### src/verilog/tic_pkg.sv
// package: register map, field positions and timing of the time interval counter
package tic_pkg;
    localparam logic [7:0] TIC_ADDR_CONTROL = 8'ha1;
    localparam logic [7:0] TIC_ADDR_FRACTION = 8'ha2;
    localparam logic [7:0] TIC_ADDR_ONE_HZ = 8'ha3;
    localparam logic [7:0] TIC_ADDR_SIXTY_S = 8'ha4;
    localparam logic [7:0] TIC_ADDR_HOUR = 8'ha5;
    localparam logic [7:0] TIC_ADDR_TARGET = 8'ha6;
    localparam int TIC_BIT_CLOCK_ON = 0;
    localparam int TIC_BIT_RUN_ENABLE = 1;
    localparam int TIC_BIT_MATCH_FLAG = 2;
    localparam int TIC_BIT_ONE_SHOT = 3;
    localparam int TIC_BIT_BASE_LO = 4;
    localparam int TIC_BIT_BASE_HI = 5;
    localparam int TIC_BIT_DAY_WRAP = 6;
    localparam logic [7:0] TIC_RESET_VALUE = 8'h00;
    localparam logic [7:0] TIC_FRACTION_MAX = 8'h7f;
    localparam logic [7:0] TIC_SIXTY_MAX = 8'h3b;
    localparam logic [7:0] TIC_DAY_HOUR_MAX = 8'h17;
    localparam logic [7:0] TIC_FULL_HOUR_MAX = 8'hff;
    localparam logic [15:0] TIC_WAKE_VECTOR = 16'h0053;
    localparam int TIC_OSC_HZ = 32768;
    localparam int TIC_FRACTION_HZ = 128;
    localparam int TIC_OSC_PER_FRACTION = TIC_OSC_HZ / TIC_FRACTION_HZ;
    typedef enum logic [1:0] {
        TIC_BASE_FRACTION,
        TIC_BASE_SECOND,
        TIC_BASE_MINUTE,
        TIC_BASE_HOUR
    } tic_base_e;
endpackage : tic_pkg

### src/verilog/tic_prescaler.sv
// oscillator synchroniser and divider giving the 1/128 second tick
`timescale 1ns/10ps
module tic_prescaler #(
    parameter int DIVIDE = tic_pkg::TIC_OSC_PER_FRACTION
) (
    input wire logic ref_clk,
    input wire logic reset,
    input wire logic rc_osc,
    input wire logic run,
    output logic fraction_tick
);
    import tic_pkg::*;

    localparam int CW = (DIVIDE > 1) ? $clog2(DIVIDE) : 1;
    localparam logic [CW-1:0] LAST = CW'(DIVIDE - 1);

    // a divide of one would need a tick on every oscillator edge with no idle count
    if (DIVIDE < 2) begin : g_bad_divide
        $error("tic_prescaler: DIVIDE must be at least 2");
    end

    logic osc_meta_q;
    logic osc_sync_q;
    logic osc_prev_q;
    logic [CW-1:0] div_q;

    always_ff @(posedge ref_clk) begin
        if (reset) begin
            osc_meta_q <= 1'b0;
            osc_sync_q <= 1'b0;
            osc_prev_q <= 1'b0;
        end else begin
            osc_meta_q <= rc_osc;
            osc_sync_q <= osc_meta_q;
            osc_prev_q <= osc_sync_q;
        end
    end

    wire osc_rise = osc_sync_q & ~osc_prev_q;

    // divider held at zero while stopped so every start gives a full first tick
    always_ff @(posedge ref_clk) begin
        if (reset || !run) begin
            div_q <= '0;
            fraction_tick <= 1'b0;
        end else begin
            fraction_tick <= osc_rise && (div_q == LAST);
            if (osc_rise) begin
                div_q <= (div_q == LAST) ? '0 : div_q + 1'b1;
            end
        end
    end
endmodule : tic_prescaler

### src/verilog/tic_counter.sv
// time interval counter: time-of-day chain, interval counter and register port
`timescale 1ns/10ps
// Contract
// - fraction counts 0..127 per 1/128 s, carries
// - seconds count 0..59, carry into minutes
// - minutes count 0..59, carry into hours
// - day-wrap bit picks hour wrap 23 or 255
// - base field picks interval counter tick
// - interval equal target sets sticky match flag
// - flag with enable interrupts and wakes power-down
// - one-shot match clears interval run enable
// - otherwise counter reloads and counts again
// - run enable bit gates interval counter
// - clock-on gates counters; off restores written values
// - time registers writable while clock off
// - counters run from oscillator, also in power-down
// - all registers reset zero, control bit 7 reserved
module tic_counter #(
    parameter int OSC_DIVIDE = tic_pkg::TIC_OSC_PER_FRACTION
) (
    input wire logic ref_clk,
    input wire logic reset,
    input wire logic rc_osc,
    input wire logic power_down,
    input wire logic interrupt_enable,
    input wire logic [7:0] sfr_addr,
    input wire logic sfr_wr,
    input wire logic [7:0] sfr_wdata,
    input wire logic sfr_rd,
    output logic [7:0] sfr_rdata,
    output logic sfr_hit,
    output logic interrupt_request,
    output logic wake_request,
    output logic [15:0] wake_vector
);
    import tic_pkg::*;

    // the prescaler cannot serve a divide below two
    if (OSC_DIVIDE < 2) begin : g_bad_divide
        $error("tic_counter: OSC_DIVIDE must be at least 2");
    end

    function automatic logic [7:0] inc_wrap(input logic [7:0] value, input logic [7:0] limit);
        inc_wrap = (value >= limit) ? 8'h00 : value + 8'h01;
    endfunction : inc_wrap

    logic [7:0] control_q;
    logic [7:0] fraction_q;
    logic [7:0] one_hz_q;
    logic [7:0] sixty_s_q;
    logic [7:0] hour_q;
    logic [7:0] target_q;
    logic [7:0] interval_timer_q;
    logic [7:0] fraction_w_q;
    logic [7:0] one_hz_w_q;
    logic [7:0] sixty_s_w_q;
    logic [7:0] hour_w_q;
    logic fraction_tick;

    wire timebase_clock_on = control_q[TIC_BIT_CLOCK_ON];
    wire interval_run_enable = control_q[TIC_BIT_RUN_ENABLE];
    wire interval_match_flag = control_q[TIC_BIT_MATCH_FLAG];
    wire one_shot_select = control_q[TIC_BIT_ONE_SHOT];
    wire day_wrap_select = control_q[TIC_BIT_DAY_WRAP];
    tic_base_e interval_base;
    assign interval_base = tic_base_e'({control_q[TIC_BIT_BASE_HI], control_q[TIC_BIT_BASE_LO]});

    wire wr_control = sfr_wr && (sfr_addr == TIC_ADDR_CONTROL);
    wire wr_fraction = sfr_wr && (sfr_addr == TIC_ADDR_FRACTION);
    wire wr_one_hz = sfr_wr && (sfr_addr == TIC_ADDR_ONE_HZ);
    wire wr_sixty_s = sfr_wr && (sfr_addr == TIC_ADDR_SIXTY_S);
    wire wr_hour = sfr_wr && (sfr_addr == TIC_ADDR_HOUR);
    wire wr_target = sfr_wr && (sfr_addr == TIC_ADDR_TARGET);

    // oscillator keeps running in power-down; only the clock-on bit stops it
    tic_prescaler #(
        .DIVIDE(OSC_DIVIDE)
    ) u_prescaler (
        .ref_clk(ref_clk),
        .reset(reset),
        .rc_osc(rc_osc),
        .run(timebase_clock_on),
        .fraction_tick(fraction_tick)
    );

    wire [7:0] hour_limit = day_wrap_select ? TIC_DAY_HOUR_MAX : TIC_FULL_HOUR_MAX;
    wire tick_fraction = fraction_tick && timebase_clock_on;
    wire tick_second = tick_fraction && (fraction_q >= TIC_FRACTION_MAX);
    wire tick_minute = tick_second && (one_hz_q >= TIC_SIXTY_MAX);
    wire tick_hour = tick_minute && (sixty_s_q >= TIC_SIXTY_MAX);

    logic base_tick;
    always_comb begin
        unique case (interval_base)
            TIC_BASE_FRACTION: base_tick = tick_fraction;
            TIC_BASE_SECOND: base_tick = tick_second;
            TIC_BASE_MINUTE: base_tick = tick_minute;
            TIC_BASE_HOUR: base_tick = tick_hour;
        endcase
    end

    wire [7:0] interval_next = interval_timer_q + 8'h01;
    wire interval_step = base_tick && interval_run_enable;
    wire match_event = interval_step && (interval_next == target_q);
    wire run_rise = wr_control && sfr_wdata[TIC_BIT_RUN_ENABLE] && !interval_run_enable;

    // last written time values, restored whenever the clock is off
    always_ff @(posedge ref_clk) begin
        if (reset) begin
            fraction_w_q <= TIC_RESET_VALUE;
            one_hz_w_q <= TIC_RESET_VALUE;
            sixty_s_w_q <= TIC_RESET_VALUE;
            hour_w_q <= TIC_RESET_VALUE;
        end else if (!timebase_clock_on) begin
            if (wr_fraction) begin
                fraction_w_q <= sfr_wdata;
            end
            if (wr_one_hz) begin
                one_hz_w_q <= sfr_wdata;
            end
            if (wr_sixty_s) begin
                sixty_s_w_q <= sfr_wdata;
            end
            if (wr_hour) begin
                hour_w_q <= sfr_wdata;
            end
        end
    end

    // writes while running are ignored so a carry can never be torn
    always_ff @(posedge ref_clk) begin
        if (reset) begin
            fraction_q <= TIC_RESET_VALUE;
            one_hz_q <= TIC_RESET_VALUE;
            sixty_s_q <= TIC_RESET_VALUE;
            hour_q <= TIC_RESET_VALUE;
        end else if (!timebase_clock_on) begin
            fraction_q <= wr_fraction ? sfr_wdata : fraction_w_q;
            one_hz_q <= wr_one_hz ? sfr_wdata : one_hz_w_q;
            sixty_s_q <= wr_sixty_s ? sfr_wdata : sixty_s_w_q;
            hour_q <= wr_hour ? sfr_wdata : hour_w_q;
        end else begin
            if (tick_fraction) begin
                fraction_q <= inc_wrap(fraction_q, TIC_FRACTION_MAX);
            end
            if (tick_second) begin
                one_hz_q <= inc_wrap(one_hz_q, TIC_SIXTY_MAX);
            end
            if (tick_minute) begin
                sixty_s_q <= inc_wrap(sixty_s_q, TIC_SIXTY_MAX);
            end
            if (tick_hour) begin
                hour_q <= inc_wrap(hour_q, hour_limit);
            end
        end
    end

    always_ff @(posedge ref_clk) begin
        if (reset) begin
            target_q <= TIC_RESET_VALUE;
        end else if (wr_target) begin
            target_q <= sfr_wdata;
        end
    end

    always_ff @(posedge ref_clk) begin
        if (reset) begin
            interval_timer_q <= TIC_RESET_VALUE;
        end else if (run_rise || match_event) begin
            interval_timer_q <= 8'h00;
        end else if (interval_step) begin
            interval_timer_q <= interval_next;
        end
    end

    // match flag: a hardware set in the same cycle as a software clear wins
    always_ff @(posedge ref_clk) begin
        if (reset) begin
            control_q <= TIC_RESET_VALUE;
        end else begin
            if (wr_control) begin
                control_q[6:0] <= sfr_wdata[6:0];
            end
            control_q[7] <= 1'b0;
            if (match_event) begin
                control_q[TIC_BIT_MATCH_FLAG] <= 1'b1;
                if (one_shot_select) begin
                    control_q[TIC_BIT_RUN_ENABLE] <= 1'b0;
                end
            end
        end
    end

    always_comb begin
        sfr_hit = 1'b1;
        unique case (sfr_addr)
            TIC_ADDR_CONTROL: sfr_rdata = control_q;
            TIC_ADDR_FRACTION: sfr_rdata = fraction_q;
            TIC_ADDR_ONE_HZ: sfr_rdata = one_hz_q;
            TIC_ADDR_SIXTY_S: sfr_rdata = sixty_s_q;
            TIC_ADDR_HOUR: sfr_rdata = hour_q;
            TIC_ADDR_TARGET: sfr_rdata = target_q;
            default: begin
                sfr_rdata = 8'h00;
                sfr_hit = 1'b0;
            end
        endcase
        if (!sfr_rd) begin
            sfr_rdata = 8'h00;
        end
    end

    assign interrupt_request = interval_match_flag && interrupt_enable;
    assign wake_request = interrupt_request && power_down;
    assign wake_vector = TIC_WAKE_VECTOR;
endmodule : tic_counter

### config.mk
export PLATFORM = sky130hd
export DESIGN_NAME = tic_counter
export DESIGN_NICKNAME = d
export VERILOG_FILES = /design/src/verilog/tic_pkg.sv /design/src/verilog/tic_prescaler.sv /design/src/verilog/tic_counter.sv
export SDC_FILE = /design/constraint.sdc
export NUM_CORES = 1
export LEC_CHECK = 0
export ABC_AREA = 1
export BUFFER_PORTS_ARGS = -buffer_cell sky130_fd_sc_hd__buf_2
export CAP_MARGIN = 20
export CORE_MARGIN = 2
export CORE_UTILIZATION = 54
export DETAILED_ROUTE_END_ITERATION = 8
export GPL_TIMING_DRIVEN = 0
export PLACE_DENSITY = 0.73
export SLEW_MARGIN = 20
export SYNTH_ARGS = -nofsm -noshare
export SYNTH_HDL_FRONTEND = slang
export SYNTH_SLANG_ARGS = --single-unit
### constraint.sdc
create_clock -name ref_clk -period 2.1 [get_ports ref_clk]
set_input_delay 0.105 -clock ref_clk [delete_from_list [all_inputs] [get_ports ref_clk]]
set_output_delay 0.105 -clock ref_clk [all_outputs]
set_load 0.01 [all_outputs]
# --- Yosys cells after proc, flatten, opt, wreduce, memory -nomap -nowiden ---
# Cells that the tools add are included.
totals:
  ff_bits: 100
  rom_bits: 0
  word_cells: 96
  n_memories: 0
  ramBits: 0
  output_inout_bits: 27
  latchBits: 0
classes:
  add_sub_neg: 6
  n_lt_le_gt_ge: 4
  bitwise_logic: 2
  mul: 0
  n_reduce_logical: 25
  div_mod_pow: 0
  shifts: 0
  eq_ne: 15
  muxes: 25
op_table:
  columns: ["cell", "count"]
  rows:
  - ["$mux W8", 19]
  - ["$eq A8 B8 Y1 const B", 7]
  - ["$add A8 B1 Y8 const B", 6]
  - ["$pmux W8 S6", 1]
  - ["$logic_and A1 B1 Y1", 17]
  - ["$ge A8 B6 Y1 const B", 2]
  - ["$eq A8 B8 Y1", 1]
  - ["$ge A8 B7 Y1 const B", 1]
  - ["$ge A8 B8 Y1", 1]
  - ["$ne A2 B1 Y1 const B", 4]
  - ["$mux W7", 1]
  - ["$reduce_or A6 Y1", 1]
  - ["$eq A2 B2 Y1 const B", 2]
  - ["$pmux W1 S4", 1]
  - ["$eq A2 B1 Y1 const B", 1]
  - ["$logic_not A1 Y1", 2]
  - ["$logic_not A2 Y1", 1]
  - ["$logic_or A1 B1 Y1", 2]
  - ["$mux W1", 2]
  - ["$mux W2", 1]
  - ["$reduce_bool A2 Y1", 1]
  - ["$reduce_or A2 Y1", 1]
  - ["$and A1 B1 Y1", 1]
  - ["$not A1 Y1", 1]

# --- Logic depth before layout (Yosys ltp) ---
# Gate-level depths: netlist (run 1).
logic_depth:
  ltp_word: 9
  depth_mapped: 14
  mapped_depth_nobuf: 14

# --- Hierarchy ---
# Synthesis (run 1) repeated with hierarchy kept, for this count alone.
hier_totals:
  cells_unflattened: 867
  hier_area_um2: 5775.5
modules_own_cells:
  columns: ["module", "cells_per_inst", "area_each_um2", "seq_area_each_um2", "n_inst"]
  rows:
  - ["tic_counter", 792, 5231.3, 1741.7, 1]
  - ["tic_prescaler", 75, 544.3, 240.2, 1]

# --- Least setup slack after synthesis (run 1) ---
# No wires, ideal clock.
synth_path:
  path_type: "register -> register"
  from: "reg fraction_q[0]"
  to: "reg hour_q[7]"
  path_buffers: 1
  t_arrival_ns: 1.532
  setup_slack_ns: 0.451
  synth_period_minus_slack_ns: 1.649
  stages_incl_launch_ff: 14
  cell_sequence: "dfxtp_1 -> ha_1 -> nand2_1 -> nor2_2 -> nand4_2 -> nand2_2 -> nand2_2 -> nand2_4 -> o21ai_4 -> nor2_8 -> buf_6 -> nand2_1 -> nor2_1 -> nor2_1"
synth_between:
  elab_chain_len: 5
synth_rtl:
  columns: ["item", "line_no", "rtl"]
  rows:
  - ["start: declaration", "tic_counter.sv:48", "logic [7:0] fraction_q;"]
  - ["start signal: assignment", "tic_counter.sv:138", "fraction_q <= wr_fraction ? sfr_wdata : fraction_w_q;"]
  - ["start signal: assignment", "tic_counter.sv:144", "fraction_q <= inc_wrap(fraction_q, TIC_FRACTION_MAX);"]
  - ["$ge A8 B7 Y1", "tic_counter.sv:88", "wire tick_second = tick_fraction && (fraction_q >= TIC_FRACTION_MAX);"]
  - ["$logic_and A1 B1 Y1", "tic_counter.sv:88", null]
  - ["$logic_and A1 B1 Y1", "tic_counter.sv:89", "wire tick_minute = tick_second && (one_hz_q >= TIC_SIXTY_MAX);"]
  - ["$logic_and A1 B1 Y1", "tic_counter.sv:90", "wire tick_hour = tick_minute && (sixty_s_q >= TIC_SIXTY_MAX);"]
  - ["$ne A2 B1 Y1 (no source line)", null, null]
  - ["end signal: assignment", "tic_counter.sv:141", "hour_q <= wr_hour ? sfr_wdata : hour_w_q;"]
  - ["end signal: assignment", "tic_counter.sv:153", "hour_q <= inc_wrap(hour_q, hour_limit);"]
  - ["end: declaration", "tic_counter.sv:51", "logic [7:0] hour_q;"]
# Every way passes these cells.
# A chain may end at the register's enable or synchronous reset.

# --- Worst setup path after layout (run 1) ---
layout_path:
  from: "in sfr_addr[4]"
  to: "out sfr_rdata[7]"
layout_between:
  elab_chain_len: 3
  word_cells_on_any_way: 8
  cone_classes: "eq/ne: 6; mux: 2"
layout_rtl:
  columns: ["item", "line_no", "rtl"]
  rows:
  - ["start: declaration", "tic_counter.sv:26", "input wire logic [7:0] sfr_addr,"]
  - ["$eq A8 B8 Y1", "tic_counter.sv:196", "unique case (sfr_addr)"]
  - ["$pmux W8 S6 (*)", "tic_counter.sv:196", null]
  - ["$mux W8 (*)", "tic_counter.sv:208", "if (!sfr_rd) begin"]
  - ["end: declaration", "tic_counter.sv:30", "output logic [7:0] sfr_rdata,"]
# Every way passes the cells marked *; elsewhere a longest branch is shown, timed or not.

==> results of run 1 <==
## cell type report
cell class	instances	area, um^2	share of cell area (%)
multi-input combinational	590	2940	47.2
sequential	99	1990	31.9
inverter	123	462	7.41
buffer	46	272	4.35
timing repair buffer	37	203	3.25
tap	136	170	2.73
clock buffer	10	128	2.05
clock inverter	6	72.6	1.16
## per-layer routing
| metal | track usage, % | up-vias | wire [um] |
|---|---|---|---|
| met4 | 12.2 | 0 | 568 |
| met3 | 9.40 | 41 | 1380 |
| li1 | - | 2860 | - |
| met5 | 0 | - | 0 |
| met1 | 36.0 | 2676 | 6690 |
| met2 | 51.0 | 207 | 7890 |
## layout by cell type (no fill, tap or decap), drive strengths merged, types with 16 or more instances in the layout
cell type  instances
dfxtp             99
conb              16
nand2            182
buf               63
clkbuf            29
nor2              92
o21ai             83
nand3             58
a21oi             46
o22ai             32
nor3              17
inv              125
## cells by family (layout without fill, tap and decap cells)
family	after synthesis	count (layout)
simple gates	370	370
compound gates	187	187
buf+inv	170	222
flops	99	99
fa+ha+maj	10	10
xor+xnor	7	7
other cells	2	16
## timing repair
item | in CTS | in global routing
endpoints found under the setup margin | 9 | 27
gates resized for setup | 3 | 7
endpoints found under the hold margin | 1 | 0
buffers inserted | 0 | 5
pin swaps | 1 | 4
hold buffers | 1 | 0
## power by group through the flow
stage | logic (mW) | registers, mW | clock network (mW)
after floorplan | 0.113 | 1.93 | 0
after global placement | 0.178 | 1.93 | 0
after detailed placement | 0.181 | 1.93 | 0
after CTS | 0.183 | 1.89 | 1.34
after global routing | 0.204 | 1.89 | 1.40
final | 0.190 | 1.89 | 1.30
## final timing paths
kind | to | slack (ns) | cells after the start
setup / recovery | sfr_rdata[7] | 0.10 | 9
hold / removal | target_q[0]$_SDFFE_PP0P_ | 0.09 | 3
setup reg to reg | hour_w_q[6]$_SDFFE_PP0N_ | 0.14 | 6
hold reg to reg | u_prescaler.osc_sync_q$_SDFF_PP0_ | 0.40 | 2
## worst max-delay path, cell delays in order
cell,delay (ns)
buf_2,0.10
nor2_1,0.09
nand3_1,0.15
nor2_1,0.26
nand3_1,0.28
o21ai_0,0.47
a211oi_1,0.09
nor2_1,0.18
buf_2,0.16
## per-stage QoR
stage	setup slack, ns	instances	utilization (%)
floorplan	0.451	859	-
global placement	0.0104	1026	58.6
detailed placement	-0.0107	1026	58.6
CTS	0.0129	1042	60.7
global route	-0.00364	1047	61.2
finish	0.102	1047	61.2
==> results.toml, run 1 <==
[pwr]
seqPwrFrac_pct = 56.0
power.density_nw_per_um2 = 541
internal-power_mw = 2.51
clock_power_share_pct = 38.4
switching_share_pct = 25.6
power_mw = 3.37
power_frac_comb_pct = 5.6
switchingPower_uw = 862
p_leak_nw = 2.81
peakVddDrop_mv = 0.534

[synthesis]
ys.flop_type = "dfxtp_1"
synth_cells = 845
synth_top_family_by_area = "simple AND/OR/NAND/NOR gates"
synth.distinct_cells = 44
synth_largest_area_cell = "dfxtp_1"
ys_seq_area_share_pct = 35.5
yosys.area_share.simple_pct = 29.0
synthAdderAreaFrac_pct = 2.24
synth_commonest_cells = "nand2_1 (174), inv_1 (122), dfxtp_1 (99)"
synth.cell_area_um2 = 5590
synth_top_area_share_pct = 35.5
synth-async-reset-ratio_pct = 0
synthMuxAreaShare_pct = 0
synth_seq_cells = 99
synth_most_common_cell = "nand2_1"
synth-compound-area-share_pct = 19.0
synth_edf_count = 0
synth_xor_area_share_pct = 1.10
ys_top_cells_by_area = "dfxtp_1 (35%), nand2_1 (12%), inv_1 (8.2%)"
syn_area_per_cell_um2 = 6.62
yosysWarnings = 0

[sta]
setup_viol = 0
hold_viol = 0
slew_violations = 0
min_period_ns = 2.00
period_share_pct = 95.2
fmax_ghz = 0.500
holdWs_ns = 0.0885
finClkSkew_ns = 0.0215
worst_slew_pin_slew_ns = 0.686
setup_tns_ns = 0
maxSlewHeadroom_pct = 54.3
rsz0062_at_grt = "true"

[run]
drv_cap = 0

[setup_path]
end_kind = "primary output"
r2r-start = "control_q[0]$_SDFFE_PP0P_"
crit_type = "in2out"
cp.arrival_ns = 1.89
cp_max_fo = 9
critPathLaunch = "sfr_addr[4]"
startpoint_type = "primary input"
cp_data_required_time_ns = 2.00

[clocking]
cts_tree = "yes"
clock_sinks = 99
cts_buffer_depth = 2
htreeDepth = 3
clk_latency_ns = 0.40
path_clk_slew_ns = 0.10
numCtsBuffers = 9
root_buffer = "clkbuf_8"

[detailed_routing]
drt_first_pass_iters = 5
via_per_inst = 5.52
drtIter0Drc = 410
vias = 5784
drc = 0
drt_wl_total_um = 16500
ant_nets = 0
wire_per_inst_um = 15.8

[floorplan]
placeableCoreArea_um2 = 10200
fp-row-count = 37
dieArea_um2 = 11200
die_w_um = 106
die_h_um = 106
ios = 50
start_util_pct = 54.9

[layout]
fill_cells = 1013
drive_gt1_share_pct = 11.5
final_net_count = 939
n_antenna_cell = 0
stdcell_area_um2 = 6230
area_growth_pct = 11.5

[global_routing]
grt_pass1_wl_um = 26100
grt_pass1_vias = 5327
grt_use_total_pct = 30.3
grt_remaining_overflow = 0
antenna_found_initial = 0
grt_max_degree = 20

[placement]
port_buffers = 31
gp_routability_congestion = 0.997
placed_area_um2 = 5970
hpwl_um = 12400

[status]
status = "finished clean"

[hold_path]
hold_path.class = "in2reg"
hp-start = "sfr_wdata[0]"
Power figures use the tool's default switching activity.
==> run 2, diff against run 1 <==
Settings changed: PLACE_DENSITY 0.73 to unset, PLACE_DENSITY_LB_ADDON set to 0.05.
==> results.toml, run 2 (same netlist as run 1, synthesis figures left out) <==
[clocking]
clock_sinks = 99
htreeDepth = 3
root_buffer = "clkbuf_8"
path_clk_slew_ns = 0.09
cts_tree = "yes"
cts_buffer_depth = 2
numCtsBuffers = 9
clk_latency_ns = 0.38

[status]
status = "finished clean"

[setup_path]
critPathLaunch = "control_q[0]$_SDFFE_PP0P_"
cp_data_required_time_ns = 2.00
cp_max_fo = 19
reg2reg_depth = 13
critical_path_depth = 7
crit_slowest_cell = "dfxtp_1"
r2r_slack_ns = 0.18
crit_type = "reg2out"
r2r-start = "fraction_q[1]$_SDFFE_PP0P_"
cp.arrival_ns = 1.91
end_kind = "primary output"
cp_common_cell = "buf_2"
startpoint_type = "flop"
critPathBufInv = 4
path_delay_family = "buffers and inverters"
crit_chain = "buf_2 -> inv_1 -> buf_6 -> o22ai_1 -> nor3_1 -> nor2_1 -> buf_2"
critPathMaxStageDelay_ns = 0.32
rr_endpoint = "hour_q[6]$_SDFFE_PP0P_"
crit_end = "sfr_rdata[0]"

[sta]
maxSlewHeadroom_pct = 55.0
hold_viol = 0
min_period_ns = 2.01
fin_ws_ns = 0.0857
worst_slew_pin_slew_ns = 0.675
rsz0062_at_grt = "true"
fmax_ghz = 0.496
finClkSkew_ns = 0.0140
slew_violations = 0
setup_viol = 0
period_share_pct = 95.9

[detailed_routing]
drc = 0
drt_wl_total_um = 16200
drtIter0Drc = 524
drt_first_pass_iters = 8
ant_nets = 0
via_per_inst = 5.48
vias = 5742
wire_per_inst_um = 15.4

[placement]
place_ws_ns = 0.0156
hpwl_um = 12300
gp_routability_congestion = 1.01
port_buffers = 31

[pwr]
p_leak_nw = 2.80
power.density_nw_per_um2 = 528
peakVddDrop_mv = 0.580

[layout]
n_antenna_cell = 0
fill_cells = 1012
finish.utilization_pct = 61.4
area_growth_pct = 12.0
layout_commonest_cell = "nand2_1"
final_net_count = 940
layout_common_cells = "nand2_1 (173), inv_1 (122), dfxtp_1 (93), nor2_1 (84), o21ai_0 (78)"
drive_gt1_share_pct = 12.4

[global_routing]
grt_use_total_pct = 28.6
grt_remaining_overflow = 0
grt_pass1_wl_um = 25100
grt_pass1_vias = 5045
antenna_found_initial = 0
grt_max_degree = 20

[hold_path]
hold_path.class = "in2reg"
hp-start = "sfr_wdata[0]"

[floorplan]
dieArea_um2 = 11200
start_util_pct = 54.9
die_w_um = 106
fp-row-count = 37
die_h_um = 106
placeableCoreArea_um2 = 10200
ios = 50

[run]
drv_cap = 0
## run 2: power by group
part	switching, mW	total [mW]	internal, mW
Combinational	0.130	0.192	0.0622
Sequential	0.00456	1.89	1.88
Clock	0.712	1.22	0.513
Total	0.846	3.30	2.46
## run 2: worst min path at each step
stage	end	slack, ns	cells past startpoint
floorplan	u_prescaler.osc_meta_q$_SDFF_PP0_	0.21	2
global placement	u_prescaler.osc_meta_q$_SDFF_PP0_	0.30	3
global route	control_q[0]$_SDFFE_PP0P_	0.11	3
CTS	control_q[5]$_SDFFE_PP0P_	0.09	3
finish	control_q[0]$_SDFFE_PP0P_	0.11	3
detailed placement	u_prescaler.osc_meta_q$_SDFF_PP0_	0.31	3
## run 2: worst min-delay path, cell delays in order
cell,delay [ns]
buf_2,0.14
o21ai_0,0.09
a21oi_1,0.11
## run 2: repair_timing
item | CTS | global route
buffers inserted | 0 | 6
endpoints found under the setup margin | 9 | 32
pin swaps | 1 | 4
hold endpoints to repair | 1 | 0
hold buffers | 1 | 0
gates resized for setup | 1 | 16
cloned | 0 | 0
## run 2: routing by layer
layer	up-vias	GRT usage (%)	wire, um
li1	2862	-	-
met1	2621	36.7	6700
met2	221	48.0	7710
met3	38	5.44	1320
met4	0	10.3	441
met5	-	0	0
## run 2: layout make-up
class / instances / area, um^2 / share of cell area (%)
clock buffers: 11 / 151 / 2.42
flip-flops and latches: 99 / 1990 / 31.8
well taps: 136 / 170 / 2.72
inverters: 123 / 462 / 7.38
multi-input cells: 590 / 2960 / 47.3
plain buffers: 46 / 272 / 4.34
clock inverters: 5 / 45.0 / 0.720
repair buffers: 38 / 210 / 3.36
## run 2: through the flow
stage	cell area, um^2	setup TNS [ns]	std cells	power, mW	hold WS, ns
6_report	6260	0	1048	3.30	0.107
5_1_grt	6260	-0.00866	1048	3.42	0.109
4_1_cts	6170	0	1042	3.32	0.0888
3_5_place_dp	5970	0	1026	2.11	0.313
3_3_place_gp	5970	0	1026	2.11	0.303
2_1_floorplan	5640	0	859	2.04	0.212
==> run 3, diff against run 2 <==
Settings changed: SYNTH_HIERARCHICAL set to 1.
==> results.toml, run 3 <==
[setup_path]
cp_max_fo = 10
critPathLaunch = "control_q[0]$_SDFFE_PP0P_"
cp.arrival_ns = 1.94
cp_common_cell = "buf_2"
r2r-start = "fraction_q[0]$_SDFFE_PP0P_"
startpoint_type = "flop"
reg2reg_depth = 13
crit_chain = "inv_2 -> clkbuf_8 -> buf_2 -> o22ai_1 -> nor3_1 -> nor2_1 -> buf_2"
path_delay_family = "buffers and inverters"
cp_data_required_time_ns = 2.00
end_kind = "primary output"
critPathMaxStageDelay_ns = 0.37
crit_type = "reg2out"
crit_slowest_cell = "dfxtp_1"
critPathBufInv = 4
critical_path_depth = 7

[synthesis]
synth.cell_area_um2 = 5780
synth.distinct_cells = 45
ys_seq_area_share_pct = 34.3
synth_seq_cells = 99
synth_top_area_share_pct = 34.3
synth-async-reset-ratio_pct = 0
synth_cells = 867
syn_area_per_cell_um2 = 6.66
synth_most_common_cell = "nand2_1"
yosysWarnings = 6
synth_commonest_cells = "nand2_1 (193), inv_1 (107), dfxtp_1 (99)"
synth_largest_area_cell = "dfxtp_1"
synth_edf_count = 0
ys.flop_type = "dfxtp_1"
ys_top_cells_by_area = "dfxtp_1 (34%), nand2_1 (13%), a21oi_1 (7.1%)"

[pwr]
switching_share_pct = 24.3
power.density_nw_per_um2 = 527
seqPwrFrac_pct = 55.6
internal-power_mw = 2.57
clock_power_share_pct = 38.4
p_leak_nw = 2.71
switchingPower_uw = 823
power_frac_comb_pct = 6.0
peakVddDrop_mv = 0.565

[layout]
multi_input_area_um2 = 3170
n_antenna_cell = 0
seq_area_um2 = 1990
layout_common_cells = "nand2_1 (193), inv_1 (106), dfxtp_1 (95), nor2_1 (87), a21oi_1 (82)"
final_net_count = 961
area_growth_pct = 11.4
layout_commonest_cell = "nand2_1"
fill_cells = 994
finish.utilization_pct = 62.0
stdcell_area_um2 = 6430
drive_gt1_share_pct = 14.7

[placement]
placed_area_um2 = 6160
hpwl_um = 12600
gp_routability_congestion = 0.961
place_ws_ns = 0.0399
port_buffers = 33

[floorplan]
die_w_um = 107
die_h_um = 107
start_util_pct = 55.7
placeableCoreArea_um2 = 10400
fp-row-count = 37
ios = 50
dieArea_um2 = 11500

[clocking]
cts_buffer_depth = 2
cts_tree = "yes"
clk_latency_ns = 0.38
path_clk_slew_ns = 0.10
cts_setup_buffers = 0
clock_sinks = 99
root_buffer = "clkbuf_8"
htreeDepth = 3
numCtsBuffers = 9

[detailed_routing]
drt_first_pass_iters = 9
drtIter0Drc = 498
wire_per_inst_um = 15.6
vias = 5915
drt_wl_total_um = 16700
ant_nets = 0
drc = 4
via_per_inst = 5.53

[sta]
period_share_pct = 97.2
hold_viol = 0
worst_slew_pin_slew_ns = 0.623
setup_viol = 0
slew_violations = 0
setup_tns_ns = 0
rsz0062_at_grt = "false"
finClkSkew_ns = 0.0107
fin_ws_ns = 0.0596
holdWs_ns = 0.0525
min_period_ns = 2.04
maxSlewHeadroom_pct = 58.5
fmax_ghz = 0.490

[global_routing]
grt_pass1_wl_um = 26200
grt_use_total_pct = 29.3
antenna_found_initial = 0
grt_max_degree = 16
grt_pass1_vias = 5433
grt_remaining_overflow = 0

[hold_path]
hold_depth = 3
hp-start = "sfr_wdata[1]"
hold_path.class = "in2reg"

[status]
violations = "DRC"
status = "finished, violations left"

[run]
drv_cap = 0
[run 3: cell count changes after synthesis, moves of 9 or more]
cell | before | now
o22ai_1 | 32 | 19
nand2_1 | 174 | 193
a21oi_1 | 46 | 82
nand3_1 | 58 | 47
inv_1 | 122 | 107
o21ai_0 | 79 | 63
o21ai_2 | 0 | 9
[run 3: kinds of logic (layout without fill, tap and decap cells)]
kind of cell / Yosys count / in the layout / synth area share, %
buffers and inverters: 156 / 208 / 12.0
AND/OR/NAND/NOR: 392 / 392 / 30.7
adder cells (fa/ha/maj): 10 / 10 / 2.17
flip-flops: 99 / 99 / 34.3
XOR/XNOR: 7 / 7 / 1.06
other: 2 / 16 / 0.130
AO/OA/AOI/OAI: 201 / 201 / 19.6
[run 3: routing by layer]
| layer | GRT usage, % | wire, um | vias to the layer above |
|---|---|---|---|
| met5 | 0.476 | 0 | - |
| met4 | 13.5 | 549 | 0 |
| met3 | 4.42 | 1110 | 47 |
| met2 | 50.0 | 7980 | 214 |
| met1 | 36.3 | 7090 | 2727 |
| li1 | - | - | 2927 |
[run 3: stage by stage]
stage	total power [mW]	std cells
5_1_grt	3.50	1069
2_1_floorplan	2.05	881
3_5_place_dp	2.12	1050
6_report	3.39	1069
4_1_cts	3.40	1069
3_3_place_gp	2.12	1050
[run 3: layout make-up]
| cell class | instances | area share, % |
|---|---|---|
| tap | 136 | 2.64 |
| multi-input combinational | 626 | 49.3 |
| buffer | 45 | 4.45 |
| timing repair buffer | 36 | 3.03 |
| clock buffer | 13 | 2.47 |
| clock inverter | 3 | 0.720 |
| sequential | 99 | 30.9 |
| inverter | 111 | 6.48 |
[run 3: power by group through the flow]
| stage | registers, mW | clock network, mW | logic [mW] |
|---|---|---|---|
| finish | 1.89 | 1.30 | 0.204 |
| global route | 1.89 | 1.39 | 0.220 |
| CTS | 1.89 | 1.31 | 0.198 |
| detailed placement | 1.93 | 0 | 0.193 |
| global placement | 1.93 | 0 | 0.190 |
| floorplan | 1.93 | 0 | 0.121 |
[run 3: final timing paths]
kind / end / slack [ns]
setup / recovery: sfr_rdata[0] / 0.06
setup reg to reg: hour_q[6]$_SDFFE_PP0P_ / 0.10
hold reg to reg: u_prescaler/osc_sync_q$_SDFF_PP0_ / 0.41
hold / removal: target_q[1]$_SDFFE_PP0P_ / 0.05
[run 3: repair_timing]
item / CTS / global route
hold buffers: 3 / 0
pin swaps: 0 / 2
setup endpoints to repair: 1 / 14
endpoints found under the hold margin: 3 / 0
resized for setup: 4 / 8
[run 3: worst reg2reg max path, cell delays in order, from the launching register on]
cell     delay [ns]
dfxtp_2        0.37
ha_1           0.20
nand2_1        0.08
nor2_2         0.12
nand4_2        0.12
nand2_2        0.11
nand2_2        0.07
nand2_4        0.09
o21ai_4        0.12
nor2_4         0.25
buf_6          0.17
nand2_1        0.06
nor2_1         0.09
nor2_1         0.05
